==> config.mk <==
export PLATFORM = sky130hd
export DESIGN_NAME = tmc_timer2
export DESIGN_NICKNAME = d
export VERILOG_FILES = /design/src/rtl/tmc_pkg.sv /design/src/rtl/tmc_pin_if.sv /design/src/rtl/tmc_pin_sync.sv /design/src/rtl/tmc_timer2.sv
export SDC_FILE = /design/constraint.sdc
export NUM_CORES = 1
export LEC_CHECK = 0
export ABC_AREA = 1
export BUFFER_PORTS_ARGS = -buffer_cell sky130_fd_sc_hd__buf_2
export CAP_MARGIN = 10
export CORE_AREA = 4 4 147 78
export DETAILED_ROUTE_END_ITERATION = 8
export DIE_AREA = 0 0 151 82
export PLACE_DENSITY_LB_ADDON = 0.2
export SKIP_LAST_GASP = 1
export SLEW_MARGIN = 10
export SYNTH_ARGS = -nofsm -noshare
export SYNTH_HDL_FRONTEND = slang
export SYNTH_SLANG_ARGS = --single-unit
==> constraint.sdc <==
create_clock -name i_clock -period 2.26 [get_ports i_clock]
set_clock_uncertainty 0.2 [all_clocks]
set_input_delay 0.226 -clock i_clock [delete_from_list [all_inputs] [get_ports i_clock]]
set_output_delay 0.226 -clock i_clock [all_outputs]
set_load 0.02 [all_outputs]
==> src/rtl/tmc_pkg.sv <==
package tmc_pkg;

    // ==========================================================
    // Register addresses
    localparam logic [7:0] TMC_ADDR_CONTROL = 8'hC8;
    localparam logic [7:0] TMC_ADDR_MODE = 8'hC9;
    localparam logic [7:0] TMC_ADDR_CNT_LO = 8'hCA;
    localparam logic [7:0] TMC_ADDR_CNT_HI = 8'hCB;
    localparam logic [7:0] TMC_ADDR_RLD_LO = 8'hCC;
    localparam logic [7:0] TMC_ADDR_RLD_HI = 8'hCD;

    // ==========================================================
    // Control register bit positions
    localparam int TMC_BIT_OVF = 7;
    localparam int TMC_BIT_EXT = 6;
    localparam int TMC_BIT_RXSEL = 5;
    localparam int TMC_BIT_TXSEL = 4;
    localparam int TMC_BIT_EXEN = 3;
    localparam int TMC_BIT_RUN = 2;
    localparam int TMC_BIT_SRC = 1;
    localparam int TMC_BIT_CAPSEL = 0;

    // Mode register bit positions
    localparam int TMC_BIT_CLKOE = 1;
    localparam int TMC_BIT_DOWN_COUNT_ENABLE = 0;

    // ==========================================================
    // Reset values and counts
    localparam logic [7:0] TMC_CONTROL_RST = 8'h00;
    localparam logic [1:0] TMC_MODE_RST = 2'h0;
    localparam logic [15:0] TMC_COUNT_RST = 16'h0000;
    localparam logic [15:0] TMC_COUNT_MAX = 16'hFFFF;
    localparam int TMC_PRESC_W = 4;
    localparam logic [TMC_PRESC_W-1:0] TMC_TIMER_DIV = 4'hC;
    localparam logic [TMC_PRESC_W-1:0] TMC_FAST_DIV = 4'h2;

    typedef struct packed {
        logic [7:0] ctrl;
        logic [1:0] mode;
        logic [15:0] count;
        logic [15:0] reload;
        logic [TMC_PRESC_W-1:0] presc;
        logic clk_pin;
        logic rx_tick;
        logic tx_tick;
        logic irq;
        logic [7:0] rdata;
    } tmc_state_s;

    typedef struct packed {
        logic trig_s1;
        logic trig_s2;
        logic trig_s3;
        logic cnt_s1;
        logic cnt_s2;
        logic cnt_s3;
    } tmc_sync_s;

endpackage

==> src/rtl/tmc_pin_if.sv <==
`timescale 1ns/100ps
`default_nettype none

// Synchronised pin events handed from the pin stage to the timer core
interface tmc_pin_if;
    logic trig_level;
    logic trig_fall;
    logic cnt_fall;
    modport src (output trig_level, output trig_fall, output cnt_fall);
    modport dst (input trig_level, input trig_fall, input cnt_fall);
endinterface

`default_nettype wire

==> src/rtl/tmc_pin_sync.sv <==
`timescale 1ns/100ps
`default_nettype none

module tmc_pin_sync
    import tmc_pkg::*;
(
    input wire logic i_clock,     // Oscillator clock
    input wire logic i_nrst,      // Async reset, active low
    input wire logic i_trig_pin,  // Raw trigger pin
    input wire logic i_count_pin, // Raw count pin
    tmc_pin_if.src pin            // Synchronised events
);

    tmc_sync_s s_q;
    tmc_sync_s s_d;

    // ==========================================================
    // Two-flop synchronisers, third stage for edge history
    always_comb begin
        s_d = s_q;
        s_d.trig_s1 = i_trig_pin;
        s_d.trig_s2 = s_q.trig_s1;
        s_d.trig_s3 = s_q.trig_s2;
        s_d.cnt_s1 = i_count_pin;
        s_d.cnt_s2 = s_q.cnt_s1;
        s_d.cnt_s3 = s_q.cnt_s2;
    end

    // Pins idle high so a reset value of one avoids a false edge
    always_ff @(posedge i_clock or negedge i_nrst) begin
        if (!i_nrst) begin
            s_q <= '1;
        end else begin
            s_q <= s_d;
        end
    end

    assign pin.trig_level = s_q.trig_s2;
    assign pin.trig_fall = s_q.trig_s3 & ~s_q.trig_s2;
    assign pin.cnt_fall = s_q.cnt_s3 & ~s_q.cnt_s2;

endmodule // tmc_pin_sync

`default_nettype wire

==> src/rtl/tmc_timer2.sv <==
// Functional notes
// RULE1 - Software loads a 16-bit start count before clock-output operation.
// RULE2 - Software starts clock output last by setting run control.
// RULE3 - Baud generation and clock output run together from one reload pair.
// RULE4 - Overflow sets flag only without serial clock selects; software clears it.
// RULE5 - Enabled trigger falling edge causing capture or reload sets external flag.
// RULE6 - External flag requests interrupt except in up/down mode; software clears.
// RULE7 - Receive select picks this timer's overflow, else timer 1 overflow.
// RULE8 - Transmit select picks this timer's overflow, else timer 1 overflow.
// RULE9 - Trigger pin ignored unless enabled and not clocking the serial port.
// RULE10 - Counter advances only while run control is one.
// RULE11 - Source select: oscillator divided clock or falling edges on count pin.
// RULE12 - Control register resets to zero and is writable bit by bit.
// RULE13 - Capture select: reload or capture; serial modes force overflow reload.
// RULE14 - Clock-output counts at half oscillator, reloads, toggles pin, no flag.
// RULE15 - Clock output enable turns the count pin into the clock output.
// RULE16 - Up/down mode: trigger high counts up, low counts down to reload.
`timescale 1ns/100ps
`default_nettype none

module tmc_timer2
    import tmc_pkg::*;
(
    input wire logic i_clock,            // 50 MHz oscillator clock
    input wire logic i_nrst,             // Async reset, active low
    input wire logic [7:0] i_sfr_addr,   // Register address
    input wire logic [7:0] i_sfr_wdata,  // Byte write data
    input wire logic i_sfr_wr,           // Byte write strobe
    input wire logic i_sfr_rd,           // Read strobe
    input wire logic i_bit_wr,           // Control bit write strobe
    input wire logic [2:0] i_bit_idx,    // Control bit index
    input wire logic i_bit_val,          // Control bit value
    input wire logic i_trig_pin,         // External trigger pin
    input wire logic i_count_pin,        // Count pin input level
    input wire logic i_t1_ovf,           // Timer 1 overflow pulse
    output logic [7:0] o_sfr_rdata,      // Read data, valid after read
    output logic o_count_pin,            // Count pin output level
    output logic o_count_pin_oe,         // Count pin output enable
    output logic o_rx_clock_tick,        // Serial receive clock tick
    output logic o_tx_clock_tick,        // Serial transmit clock tick
    output logic o_irq                   // Timer interrupt request
);

    tmc_pin_if pin ();

    tmc_pin_sync u_sync (
        .i_clock(i_clock),
        .i_nrst(i_nrst),
        .i_trig_pin(i_trig_pin),
        .i_count_pin(i_count_pin),
        .pin(pin)
    );

    tmc_state_s q;
    tmc_state_s s;
    logic baud, clkout, updown, tick, ovf, unf, trig_ev, wr_ctrl;
    logic [TMC_PRESC_W-1:0] div;

    // ==========================================================
    // Next-state logic
    always_comb begin
        s = q;
        baud = q.ctrl[TMC_BIT_RXSEL] | q.ctrl[TMC_BIT_TXSEL];
        clkout = q.mode[TMC_BIT_CLKOE];
        updown = q.mode[TMC_BIT_DOWN_COUNT_ENABLE] & ~baud & ~clkout & ~q.ctrl[TMC_BIT_CAPSEL];
        div = (clkout | baud) ? TMC_FAST_DIV : TMC_TIMER_DIV; // RULE14
        tick = 1'b0;
        ovf = 1'b0;
        unf = 1'b0;
        wr_ctrl = i_sfr_wr && (i_sfr_addr == TMC_ADDR_CONTROL);

        // Prescaler held at zero while stopped so a restart is clean
        if (!q.ctrl[TMC_BIT_RUN]) begin
            s.presc = '0; // RULE10
        end else if (q.ctrl[TMC_BIT_SRC] && !clkout) begin
            tick = pin.cnt_fall; // RULE11
        end else if (q.presc >= div - 1'b1) begin
            s.presc = '0;
            tick = 1'b1; // RULE11
        end else begin
            s.presc = q.presc + 1'b1;
        end

        if (tick) begin
            if (updown && !pin.trig_level) begin
                if (q.count == q.reload) begin
                    s.count = TMC_COUNT_MAX; // RULE16
                    unf = 1'b1;
                end else begin
                    s.count = q.count - 1'b1; // RULE16
                end
            end else if (q.count == TMC_COUNT_MAX) begin
                ovf = 1'b1;
                // Serial and clock-out modes always reload
                if (!q.ctrl[TMC_BIT_CAPSEL] || baud || clkout) begin
                    s.count = q.reload; // RULE13
                end else begin
                    s.count = TMC_COUNT_RST;
                end
            end else begin
                s.count = q.count + 1'b1; // RULE10
            end
        end

        // Up/down mode uses the pin as direction, not as trigger
        trig_ev = pin.trig_fall && q.ctrl[TMC_BIT_EXEN] && !baud && !updown; // RULE9
        if (trig_ev) begin
            if (q.ctrl[TMC_BIT_CAPSEL] && !clkout) begin
                s.reload = q.count; // RULE13
            end else begin
                s.count = q.reload; // RULE13
            end
        end

        if (ovf && clkout) begin
            s.clk_pin = ~q.clk_pin; // RULE14
        end

        // Software writes
        if (wr_ctrl) begin
            s.ctrl = i_sfr_wdata;
        end
        if (i_bit_wr) begin
            s.ctrl[i_bit_idx] = i_bit_val; // RULE12
        end
        if (i_sfr_wr) begin
            unique case (i_sfr_addr)
                TMC_ADDR_MODE: s.mode = i_sfr_wdata[1:0];
                TMC_ADDR_CNT_LO: s.count[7:0] = i_sfr_wdata;
                TMC_ADDR_CNT_HI: s.count[15:8] = i_sfr_wdata;
                TMC_ADDR_RLD_LO: s.reload[7:0] = i_sfr_wdata;
                TMC_ADDR_RLD_HI: s.reload[15:8] = i_sfr_wdata;
                default: ;
            endcase
        end

        // Hardware set wins over a clear in the same cycle
        if ((ovf || unf) && !baud && !clkout) begin
            s.ctrl[TMC_BIT_OVF] = 1'b1; // RULE4
        end
        if (trig_ev) begin
            s.ctrl[TMC_BIT_EXT] = 1'b1; // RULE5
        end else if (updown && (ovf || unf)) begin
            s.ctrl[TMC_BIT_EXT] = ~s.ctrl[TMC_BIT_EXT]; // RULE16
        end

        // Selected serial ticks share the clock-out overflow; unselected ones take timer 1
        s.rx_tick = q.ctrl[TMC_BIT_RXSEL] ? ovf : i_t1_ovf; // RULE3 RULE7
        s.tx_tick = q.ctrl[TMC_BIT_TXSEL] ? ovf : i_t1_ovf; // RULE3 RULE8
        s.irq = s.ctrl[TMC_BIT_OVF] |
            (s.ctrl[TMC_BIT_EXT] & ~s.mode[TMC_BIT_DOWN_COUNT_ENABLE]); // RULE6

        if (i_sfr_rd) begin
            unique case (i_sfr_addr)
                TMC_ADDR_CONTROL: s.rdata = q.ctrl;
                TMC_ADDR_MODE: s.rdata = {6'h00, q.mode};
                TMC_ADDR_CNT_LO: s.rdata = q.count[7:0];
                TMC_ADDR_CNT_HI: s.rdata = q.count[15:8];
                TMC_ADDR_RLD_LO: s.rdata = q.reload[7:0];
                TMC_ADDR_RLD_HI: s.rdata = q.reload[15:8];
                default: s.rdata = 8'h00;
            endcase
        end
    end

    always_ff @(posedge i_clock or negedge i_nrst) begin
        if (!i_nrst) begin
            q <= '0; // RULE12
        end else begin
            q <= s;
        end
    end

    assign o_sfr_rdata = q.rdata;
    assign o_count_pin = q.clk_pin;
    assign o_count_pin_oe = q.mode[TMC_BIT_CLKOE]; // RULE15
    assign o_rx_clock_tick = q.rx_tick;
    assign o_tx_clock_tick = q.tx_tick;
    assign o_irq = q.irq;
endmodule // tmc_timer2

`default_nettype wire

After elaboration in Yosys (flattened, before gate mapping)
Index checks and enable logic that the tools add are counted.
{"block": "word_totals", "in_bits": 28, "elab_cells": 109, "output_inout_bits": 13, "reg_bits": 64}
{"block": "classes", "magnitude_cmp": 3, "eq_ne": 9, "bitwise": 17, "muxes": 38, "n_addsub": 4, "n_reduce_logical": 21}
{"op": "16-bit two-way mux", "count": 7}
{"op": "8-bit equality test (second input constant)", "count": 6}
{"op": "8-bit two-way mux", "count": 6}
{"op": "8-bit one-hot mux with 6 select lines", "count": 1}
{"op": "33-bit two-way mux", "count": 1}
{"op": "32-bit two-way mux", "count": 1}
{"op": "16-bit by 1-bit adder with 16-bit output (second input constant)", "count": 1}
{"op": "16-bit equality test", "count": 1}
{"op": "16-bit equality test (second input constant)", "count": 1}
{"op": "1-bit two-way mux", "count": 16}
{"op": "4-bit two-way mux", "count": 4}
{"op": "16-bit by 1-bit subtractor with 16-bit output (second input constant)", "count": 1}
{"op": "1-bit logical AND", "count": 12}
{"op": "8-bit bitwise mux", "count": 1}
{"op": "1-bit NOT", "count": 8}
{"op": "1-bit AND", "count": 6}
{"op": "1-bit zero test", "count": 5}
{"op": "4-bit by 1-bit adder with 4-bit output (second input constant)", "count": 1}
{"op": "4-bit >= comparator", "count": 1}
{"op": "3-bit by 4-bit < comparator with 1-bit output (second input constant)", "count": 1}
{"op": "4-bit by 1-bit subtractor with 4-bit output (second input constant)", "count": 1}
{"op": "1-bit demux with 3-bit select", "count": 1}
{"op": "3-bit by 1-bit >= comparator with 1-bit output (second input constant)", "count": 1}
{"op": "1-bit logical OR", "count": 3}
{"op": "3 further kinds", "count": 5}

Depth between registers and ports, before layout
Gate-level depths: netlist (run 1).
{"block": "depth", "depth_word": 16, "ltp_mapped": 18, "ltp_nobuf": 18}

By module
A second synthesis (run 1) with hierarchy kept.
{"block": "hier_totals", "hier_cells": 789, "area_unflattened_um2": 5172.5}
{"mod": "tmc_timer2", "seq_area_each_um2": 1451.4, "area_each_um2": 4994.8, "cells_each": 779, "n_inst": 1}
{"mod": "tmc_pin_sync", "seq_area_each_um2": 157.7, "area_each_um2": 177.7, "cells_each": 10, "n_inst": 1}

Worst setup path after synthesis (run 1)
Ideal clock, no wire load.
{"block": "synth_path", "kind": "register -> register", "start": "register q (netlist bit o_count_pin_oe)", "end": "register q[32] in the netlist's numbering", "arrival_ns": 1.914, "period_less_slack_ns": 2.227, "stages_incl_launch_ff": 17, "slack_ns": 0.033, "t_required_ns": 1.947, "setup_ns": 0.113, "n_path_buf": 1, "path_cell_list": "dfrtp_1 > inv_1 > nand2_1 > ha_1 > nand2_1 > nand2_1 > nand2_1 > nand2_1 > nand2_2 > inv_1 > buf_4 > o211ai_1 > nand2_1 > nand2_1 > nand3_1 > nand2_1 > inv_1"}
{"item": "from (decl)", "line_no": "tmc_timer2.sv:54", "rtl": "tmc_state_s q;"}
{"item": "from (signal assigned)", "line_no": "tmc_timer2.sv:170", "rtl": "q <= s;"}

==> summary.txt, run 1 <==
Layout
  • Commonest non-fill, non-tap cell in the layout: nand2_1
  • Layout overhead on the synthesized area: 25.0%
  • Antenna cells: 0
  • Layout cells sized above 1: 21.3%
  • Finished Cell Area: 6220 µm²
  • Most frequent cells in the layout: nand2_1 (229), inv_1 (95), nor2_1 (78)
  • Final Util: 61.7%
  • Fillers: 982
  • Nets@finish: 902

Placed design
  • GP Congestion: 1.01
  • Pre-CTS WS: -0.0219 ns
  • HPWL after DPL: 14.1 mm
  • IO buf count: 40
  • Placement Cell Area: 5660 µm²

Yosys
  • Cell count after synthesis: 775
  • Syn_nets: 808
  • Seq cells post-synth: 64
  • Library cells used by synthesis: 28
  • Mapped Avg Cell Area: 6.42 µm²
  • Register area share after synthesis: 32.4%
  • Yosys warns: 0
  • Synthesized area: 4970 µm²

Power and ir drop
  • Maximum vdd drop: 0.536 mV
  • Leakage: 3.22 nW
  • Power per cell area: 1070 nW/µm²
  • Total power: 6.66 mW

GRT
  • Largest net degree at the start of global routing: 45
  • Grt ovf: 0
  • First-pass GRT wire length: 28.7 mm
  • Total GRT Usage: 31.0%
  • Vias in the first global route: 5120
  • Initial antenna violation count: 0

Routing
  • Final ANT Viol Nets: 0
  • DRC Markers: 0
  • DR WL/cell: 18.3 µm
  • Post-Route WL: 18.5 mm
  • Vias post-DR: 5690
  • Detailed Routing Iterations Pass 1: 5
  • Initial DRC count: 711
  • Via/cell ratio: 5.61

Setup path
  • Reg-to-reg slack, setup: -0.02 ns
  • CP cell instances: nor2_2 > nand2_2 > buf_6 > ha_4 > nand2_2 > nand2_2 > nand2_4 > nor2_4 > buf_4 > buf_4 > nand2_1 > nand3_1 > nand2_1 > a21oi_2
  • Critical Path RT: 2.33 ns
  • Worst r2r src: q[54]
  • Number of cells on the critical path: 14
  • Worst Setup Path Type: reg -> reg
  • Crit-path leading delay family: simple AND/OR/NAND/NOR gates
  • Worst Path Buf+Inv: 3
  • Crit path max fanout: 6
  • R2R Path End: q[45]
  • Slowest cell on crit path: dfrtp_1
  • Reg2Reg Depth: 14
  • CP endpoint kind: register
  • CP max stage delay: 0.38 ns
  • Critical Path Start Type: register
  • Critical path arrival: 2.35 ns
  • Most frequent CP cell: nand2_2

Worst hold path
  • Min-Delay Startpoint: i_sfr_wdata[5]
  • Hold Crit Depth: 3
  • Endpoint, Worst Hold: q[37]
  • Hold Path Class: in -> reg

Clock network
  • CTS max path bufs: 2
  • Inserted Clock Buffers: 9
  • Clk slew on worst S/H paths: 0.06 ns
  • CTS tree: built
  • Clock Tree Root: clkbuf_16
  • CTS Sinks: 64
  • Worst-Skew Late Latency: 0.34 ns
  • # H-tree levels: 3

Die
  • Area of the die: 12400 µm²
  • Num rows: 26
  • Chip height: 82 µm
  • Die W: 151 µm
  • Core Box Area: 10100 µm²
  • Initial Utilization: 49.3%
  • I/O Pins: 41

STA
  • Final min period: 2.28 ns
  • Achievable Freq: 0.439 GHz
  • Count of final hold-check violations: 0
  • Slew HR: 67.9%
  • Final setup fails: 2
  • Setup_tns: -0.0189 ns
  • RSZ-0062 raised after global routing: true
  • Tcrit/Tclk final: 101%
  • Worst Setup Slack, final: -0.0183 ns
  • Slew Limit Fails: 0
  • Worst-margin pin slew: 0.482 ns

Status
  • Failing checks: setup timing
  • Status: complete, but fails checks

Flow run
  • Max Cap Viol: 0
## registers in the layout (all words and copies together), names as in the netlist
register	count
u_sync.s_d	3
o_count_pin	1
q	45
o_tx_clock_tick	1
u_sync.pin.trig_level	1
u_sync.s_q	2
o_count_pin_oe	1
o_rx_clock_tick	1
o_irq	1
o_sfr_rdata	8
## stage by stage
stage	hold slack [ns]	instances
global placement	0.0119	987
CTS	0.000665	1010
global route	0.0213	1014
finish	0.0135	1014
detailed placement	0.0146	987
floorplan	-0.270	775
## how the worst max path moves through the flow
stage	startpoint	to	slack, ns
after floorplan	o_count_pin_oe	q[32]	0.03
after global placement	q[33]	q[32]	0.02
after detailed placement	q[55]	o_irq	-0.02
after CTS	q[55]	o_count_pin	-0.01
after global routing	q[54]	q[32]	-0.14
final	q[54]	q[45]	-0.02
## cell type report
class                   instances  area, µm²  share of cell area [%]
clock buffers                  10        239                    3.84
multi-input cells             573       2840                    45.7
inverters                     101        379                    6.10
repair buffers                120        860                    13.8
clock inverters                 6        115                    1.85
flip-flops and latches         64       1610                    25.9
well taps                     140        175                    2.82
## logic make-up after synthesis
| kind of cell | share of synthesized area, % |
|---|---|
| xor gates and xnor gates | 3.17 |
| DFF | 32.4 |
| buffers and inverters | 12.6 |
| and+or+nand+nor | 34.6 |
| adders and majority gates | 1.26 |
| AOI/OAI and AO/OA | 16.1 |
## what timing repair did
| item | CTS | global route |
|---|---|---|
| hold endpoints to repair | 30 | 0 |
| hold buffers | 7 | 0 |
| pin swaps | 0 | 10 |
| setup endpoints to repair | 1 | 22 |
| resized for setup | 2 | 31 |
| setup buffers | 0 | 4 |
| gates cloned | 0 | 0 |
## layer usage
layer / vias up / global-route usage [%] / part of all wire (%)
li1: 2680 / - / -
met1: 2675 / 46.8 / 46
met2: 317 / 44.1 / 41
met3: 18 / 8.32 / 13
met4: 0 / 6.06 / 0.85
met5: - / 0 / 0
## power breakdown
part	internal [mW]	total [mW]	switching (mW)	leakage, nW
sequential	1.46	1.88	0.421	0.770
clock	1.11	1.68	0.571	0.169
combinational	1.24	3.10	1.86	2.28
## worst min-delay path, delay by kind of cell
family                 cells  cell delay (ns)
AND/OR/NAND/NOR            1             0.10
AO/OA/AOI/OAI              1             0.04
buffers and inverters      1             0.14
## synthesized netlist by cell type
| library cell | count | area share, % |
|---|---|---|
| a21oi_2 | 8 | 1.4 |
| buf_4 | 23 | 3.5 |
| clkbuf_1 | 8 | 0.60 |
| dfrtp_1 | 58 | 29 |
| nor2_2 | 9 | 1.1 |
| nand3_2 | 1 | 0.20 |
| o22ai_1 | 13 | 1.6 |
| nand2_1 | 237 | 18 |
| nand4_1 | 10 | 1.3 |
| nand3_1 | 65 | 6.5 |
| xnor2_1 | 2 | 0.35 |
| ha_1 | 5 | 1.3 |
| buf_2 | 4 | 0.40 |
| inv_2 | 3 | 0.23 |
| xor2_1 | 16 | 2.8 |
| o21ai_1 | 1 | 0.10 |
| nor2_4 | 2 | 0.45 |
| buf_6 | 2 | 0.45 |
| o211ai_1 | 18 | 2.7 |
| nor3_1 | 5 | 0.50 |
| a21oi_1 | 39 | 3.9 |
| dfstp_2 | 6 | 3.2 |
| inv_1 | 98 | 7.4 |
| o21ai_0 | 49 | 4.9 |
| nor2_1 | 81 | 6.1 |
| nand2_2 | 4 | 0.50 |
| a22oi_1 | 2 | 0.30 |
| o221ai_1 | 6 | 1.1 |
Note: power is estimated with default switching activity, not from simulation.
==> inputs of run 2 (changes only) <==
--- a/config.mk
+++ b/config.mk
@@ -8,9 +8,9 @@
 export ABC_AREA = 1
 export BUFFER_PORTS_ARGS = -buffer_cell sky130_fd_sc_hd__buf_2
 export CAP_MARGIN = 10
-export CORE_AREA = 4 4 147 78
+export CORE_AREA = 4 4 76 149
 export DETAILED_ROUTE_END_ITERATION = 8
-export DIE_AREA = 0 0 151 82
+export DIE_AREA = 0 0 80 153
 export PLACE_DENSITY_LB_ADDON = 0.2
 export SKIP_LAST_GASP = 1
 export SLEW_MARGIN = 10
==> run 2 against run 1 <==
  * The run now ends clean
  * Maximum frequency up 2.8%
  * Critical endpoint is now q[32]
  * Non-clock buffer count up 6
  * Clock power about the same
  * Sequential power about the same
  * Flip-flop and latch count unchanged
  * Cell area up 0.14%
  * Final cell count about the same
  * Clock-buffer cell count unchanged
  * Sequential share of layout area about the same
==> summary.txt, run 2 (synthesis results as in run 1) <==
Setup path
  • Critical Path RT: 2.34 ns (about the same)
  • Worst Setup Path Type: reg -> reg
  • Reg2Reg Depth: 15 (+1)
  • Crit path max fanout: 5 (-1)
  • Critical path arrival: 2.30 ns (-0.05 ns)
  • Critical Path Start Type: register
  • CP endpoint kind: register

STA
  • RSZ-0062 raised after global routing: true
  • Count of final hold-check violations: 0 (unchanged)
  • Final setup fails: 0 (-2)
  • Final min period: 2.22 ns (-0.0617 ns)
  • Setup_tns: 0 ns (+0.0189 ns)
  • Worst-margin pin slew: 0.572 ns (+0.0906 ns)
  • Tcrit/Tclk final: 98.1% (-2.7 points)
  • Slew Limit Fails: 0 (unchanged)
  • Achievable Freq: 0.451 GHz (+2.8%)
  • Slew HR: 61.9% (-6.0 points)
  • Hold WS: 0.0186 ns (+0.00515 ns)

Die
  • Num rows: 52 (+100%)
  • Core Box Area: 10100 µm² (+0.64%)
  • I/O Pins: 41 (unchanged)
  • Initial Utilization: 49.0% (-0.32 points)
  • Chip height: 153 µm (+87%)
  • Die W: 80 µm (-47%)
  • Area of the die: 12200 µm² (-1.1%)

Routing
  • Vias post-DR: 5742 (+0.91%)
  • Via/cell ratio: 5.66 (+0.81%)
  • Detailed Routing Iterations Pass 1: 5 (unchanged)
  • Initial DRC count: 551 (-23%)
  • Final ANT Viol Nets: 0 (unchanged)
  • Post-Route WL: 19.2 mm (+3.7%)
  • DRC Markers: 0 (unchanged)
  • DR WL/cell: 19.0 µm (+3.6%)

Power and ir drop
  • Leakage: 3.24 nW (+0.58%)
  • Total power: 6.50 mW (-2.5%)
  • Power per cell area: 1040 nW/µm² (-2.6%)
  • Maximum vdd drop: 0.708 mV (+32%)

Placed design
  • GP Congestion: 1.04 (+2.9%)
  • IO buf count: 40 (unchanged)
  • HPWL after DPL: 15.1 mm (+6.6%)
  • # placed instances: 988 (+0.10%)

Clock network
  • Inserted Clock Buffers: 9 (unchanged)
  • CTS max path bufs: 2 (unchanged)
  • Worst-Skew Late Latency: 0.34 ns (about the same)
  • Clk slew on worst S/H paths: 0.06 ns (about the same)
  • CTS tree: built
  • Clock Tree Root: clkbuf_16
  • CTS Sinks: 64 (unchanged)
  • # H-tree levels: 3 (unchanged)

GRT
  • Met3 Resource Use GR: 3.95% (-4.4 points)
  • Met1 Resource Use GR: 33.2% (-14 points)
  • GRT busiest layer: met2
  • Initial antenna violation count: 0 (unchanged)
  • Grt ovf: 0 (unchanged)
  • GR Util met2: 56.8% (+13 points)
  • Total GRT Usage: 32.2% (+1.3 points)
  • Largest net degree at the start of global routing: 32 (-29%)
  • First-pass GRT wire length: 29.8 mm (+3.9%)
  • Vias in the first global route: 5755 (+12%)

Layout
  • Max FFs per register: 45 (unchanged)
  • Fillers: 1031 (+5.0%)
  • Fin cells: 1015 (+0.099%)
  • Nets@finish: 908 (+0.67%)
  • Layout cells sized above 1: 21.3% (-0.031 points)
  • Most flop-heavy register: q
  • Most frequent cells in the layout: nand2_1 (230), inv_1 (95), nor2_1 (77)
  • Commonest non-fill, non-tap cell in the layout: nand2_1
  • Antenna cells: 0 (unchanged)
  • Layout overhead on the synthesized area: 25.2%

Worst hold path
  • Hold Path Class: in -> reg
  • Hold Crit Depth: 3 (unchanged)

Flow run
  • Max Cap Viol: 0 (unchanged)

Status
  • Status: complete, no violations
==> run 2: cell types whose count changed in the layout (fill, tap and decap cells not counted), moves of 2 or more <==
| cell | previous run | this run |
|---|---|---|
| buf_4 | 69 | 73 |
| o21ai_0 | 45 | 49 |
| ha_1 | 2 | 5 |
| o21ai_1 | 4 | 1 |
| dlygate4sd3_1 | 7 | 9 |
| ha_4 | 2 | 0 |
| nor2_2 | 10 | 12 |
==> run 2: path summary, 6_finish.rpt <==
kind | startpoint | endpoint | slack (ns)
setup / recovery | q[54] | q[32] | 0.04
hold / removal | i_sfr_wdata[4] | q[20] | 0.02
setup reg to reg | q[54] | q[32] | 0.04
hold reg to reg | u_sync.s_d[1] | u_sync.s_d[0] | 0.16
max in group asynchronous | i_nrst | u_sync.s_q[3] | 1.07
min in group asynchronous | i_nrst | q[15] | 0.22
==> run 2: repair_timing <==
| action | 4_1_cts | 5_1_grt |
|---|---|---|
| pin swaps | 0 | 6 |
| hold buffers | 9 | 0 |
| setup buffers | 0 | 2 |
| resized for setup | 1 | 24 |
| endpoints found under the setup margin | 1 | 22 |
| endpoints found under the hold margin | 30 | 0 |
==> run 2: report_power, final <==
| group | switching [mW] | leakage [nW] | internal [mW] |
|---|---|---|---|
| clock network | 0.559 | 0.169 | 1.11 |
| registers | 0.446 | 0.767 | 1.46 |
| logic | 1.74 | 2.31 | 1.18 |
==> run 2: worst max-delay path, stage by stage, from the launching register on <==
cell     delay [ns]
dfrtp_1        0.38
nor2_2         0.14
nand2_2        0.07
buf_4          0.13
ha_1           0.27
nand2_2        0.06
nand2_2        0.07
nand2_4        0.08
nor2_4         0.17
buf_4          0.16
nand3_1        0.08
nand2_2        0.10
nand2_1        0.05
nand3_1        0.08
nand2_1        0.06
inv_1          0.05
==> run 2: cell type report <==
class	count	area, µm²	share of cell area [%]
well taps	135	169	2.71
flip-flops and latches	64	1610	25.9
multi-input cells	573	2800	45.0
inverters	101	379	6.09
repair buffers	126	910	14.6
clock buffers	10	239	3.84
clock inverters	6	115	1.85
==> run 2: per-layer routing <==
layer	vias up	wire length, µm
li1	2698	-
met1	2659	6530
met2	282	10100
met3	103	996
met4	0	1650
met5	-	0
==> run 2: metrics by stage <==
step	utilization, %	setup WS [ns]	instance area [µm²]
final	61.4	0.0434	6230
after detailed placement	56.1	0.0227	5700
after global routing	61.4	-0.0950	6230
after global placement	56.1	0.0509	5700
after floorplan	-	0.0328	4970
after CTS	60.6	0.00989	6150
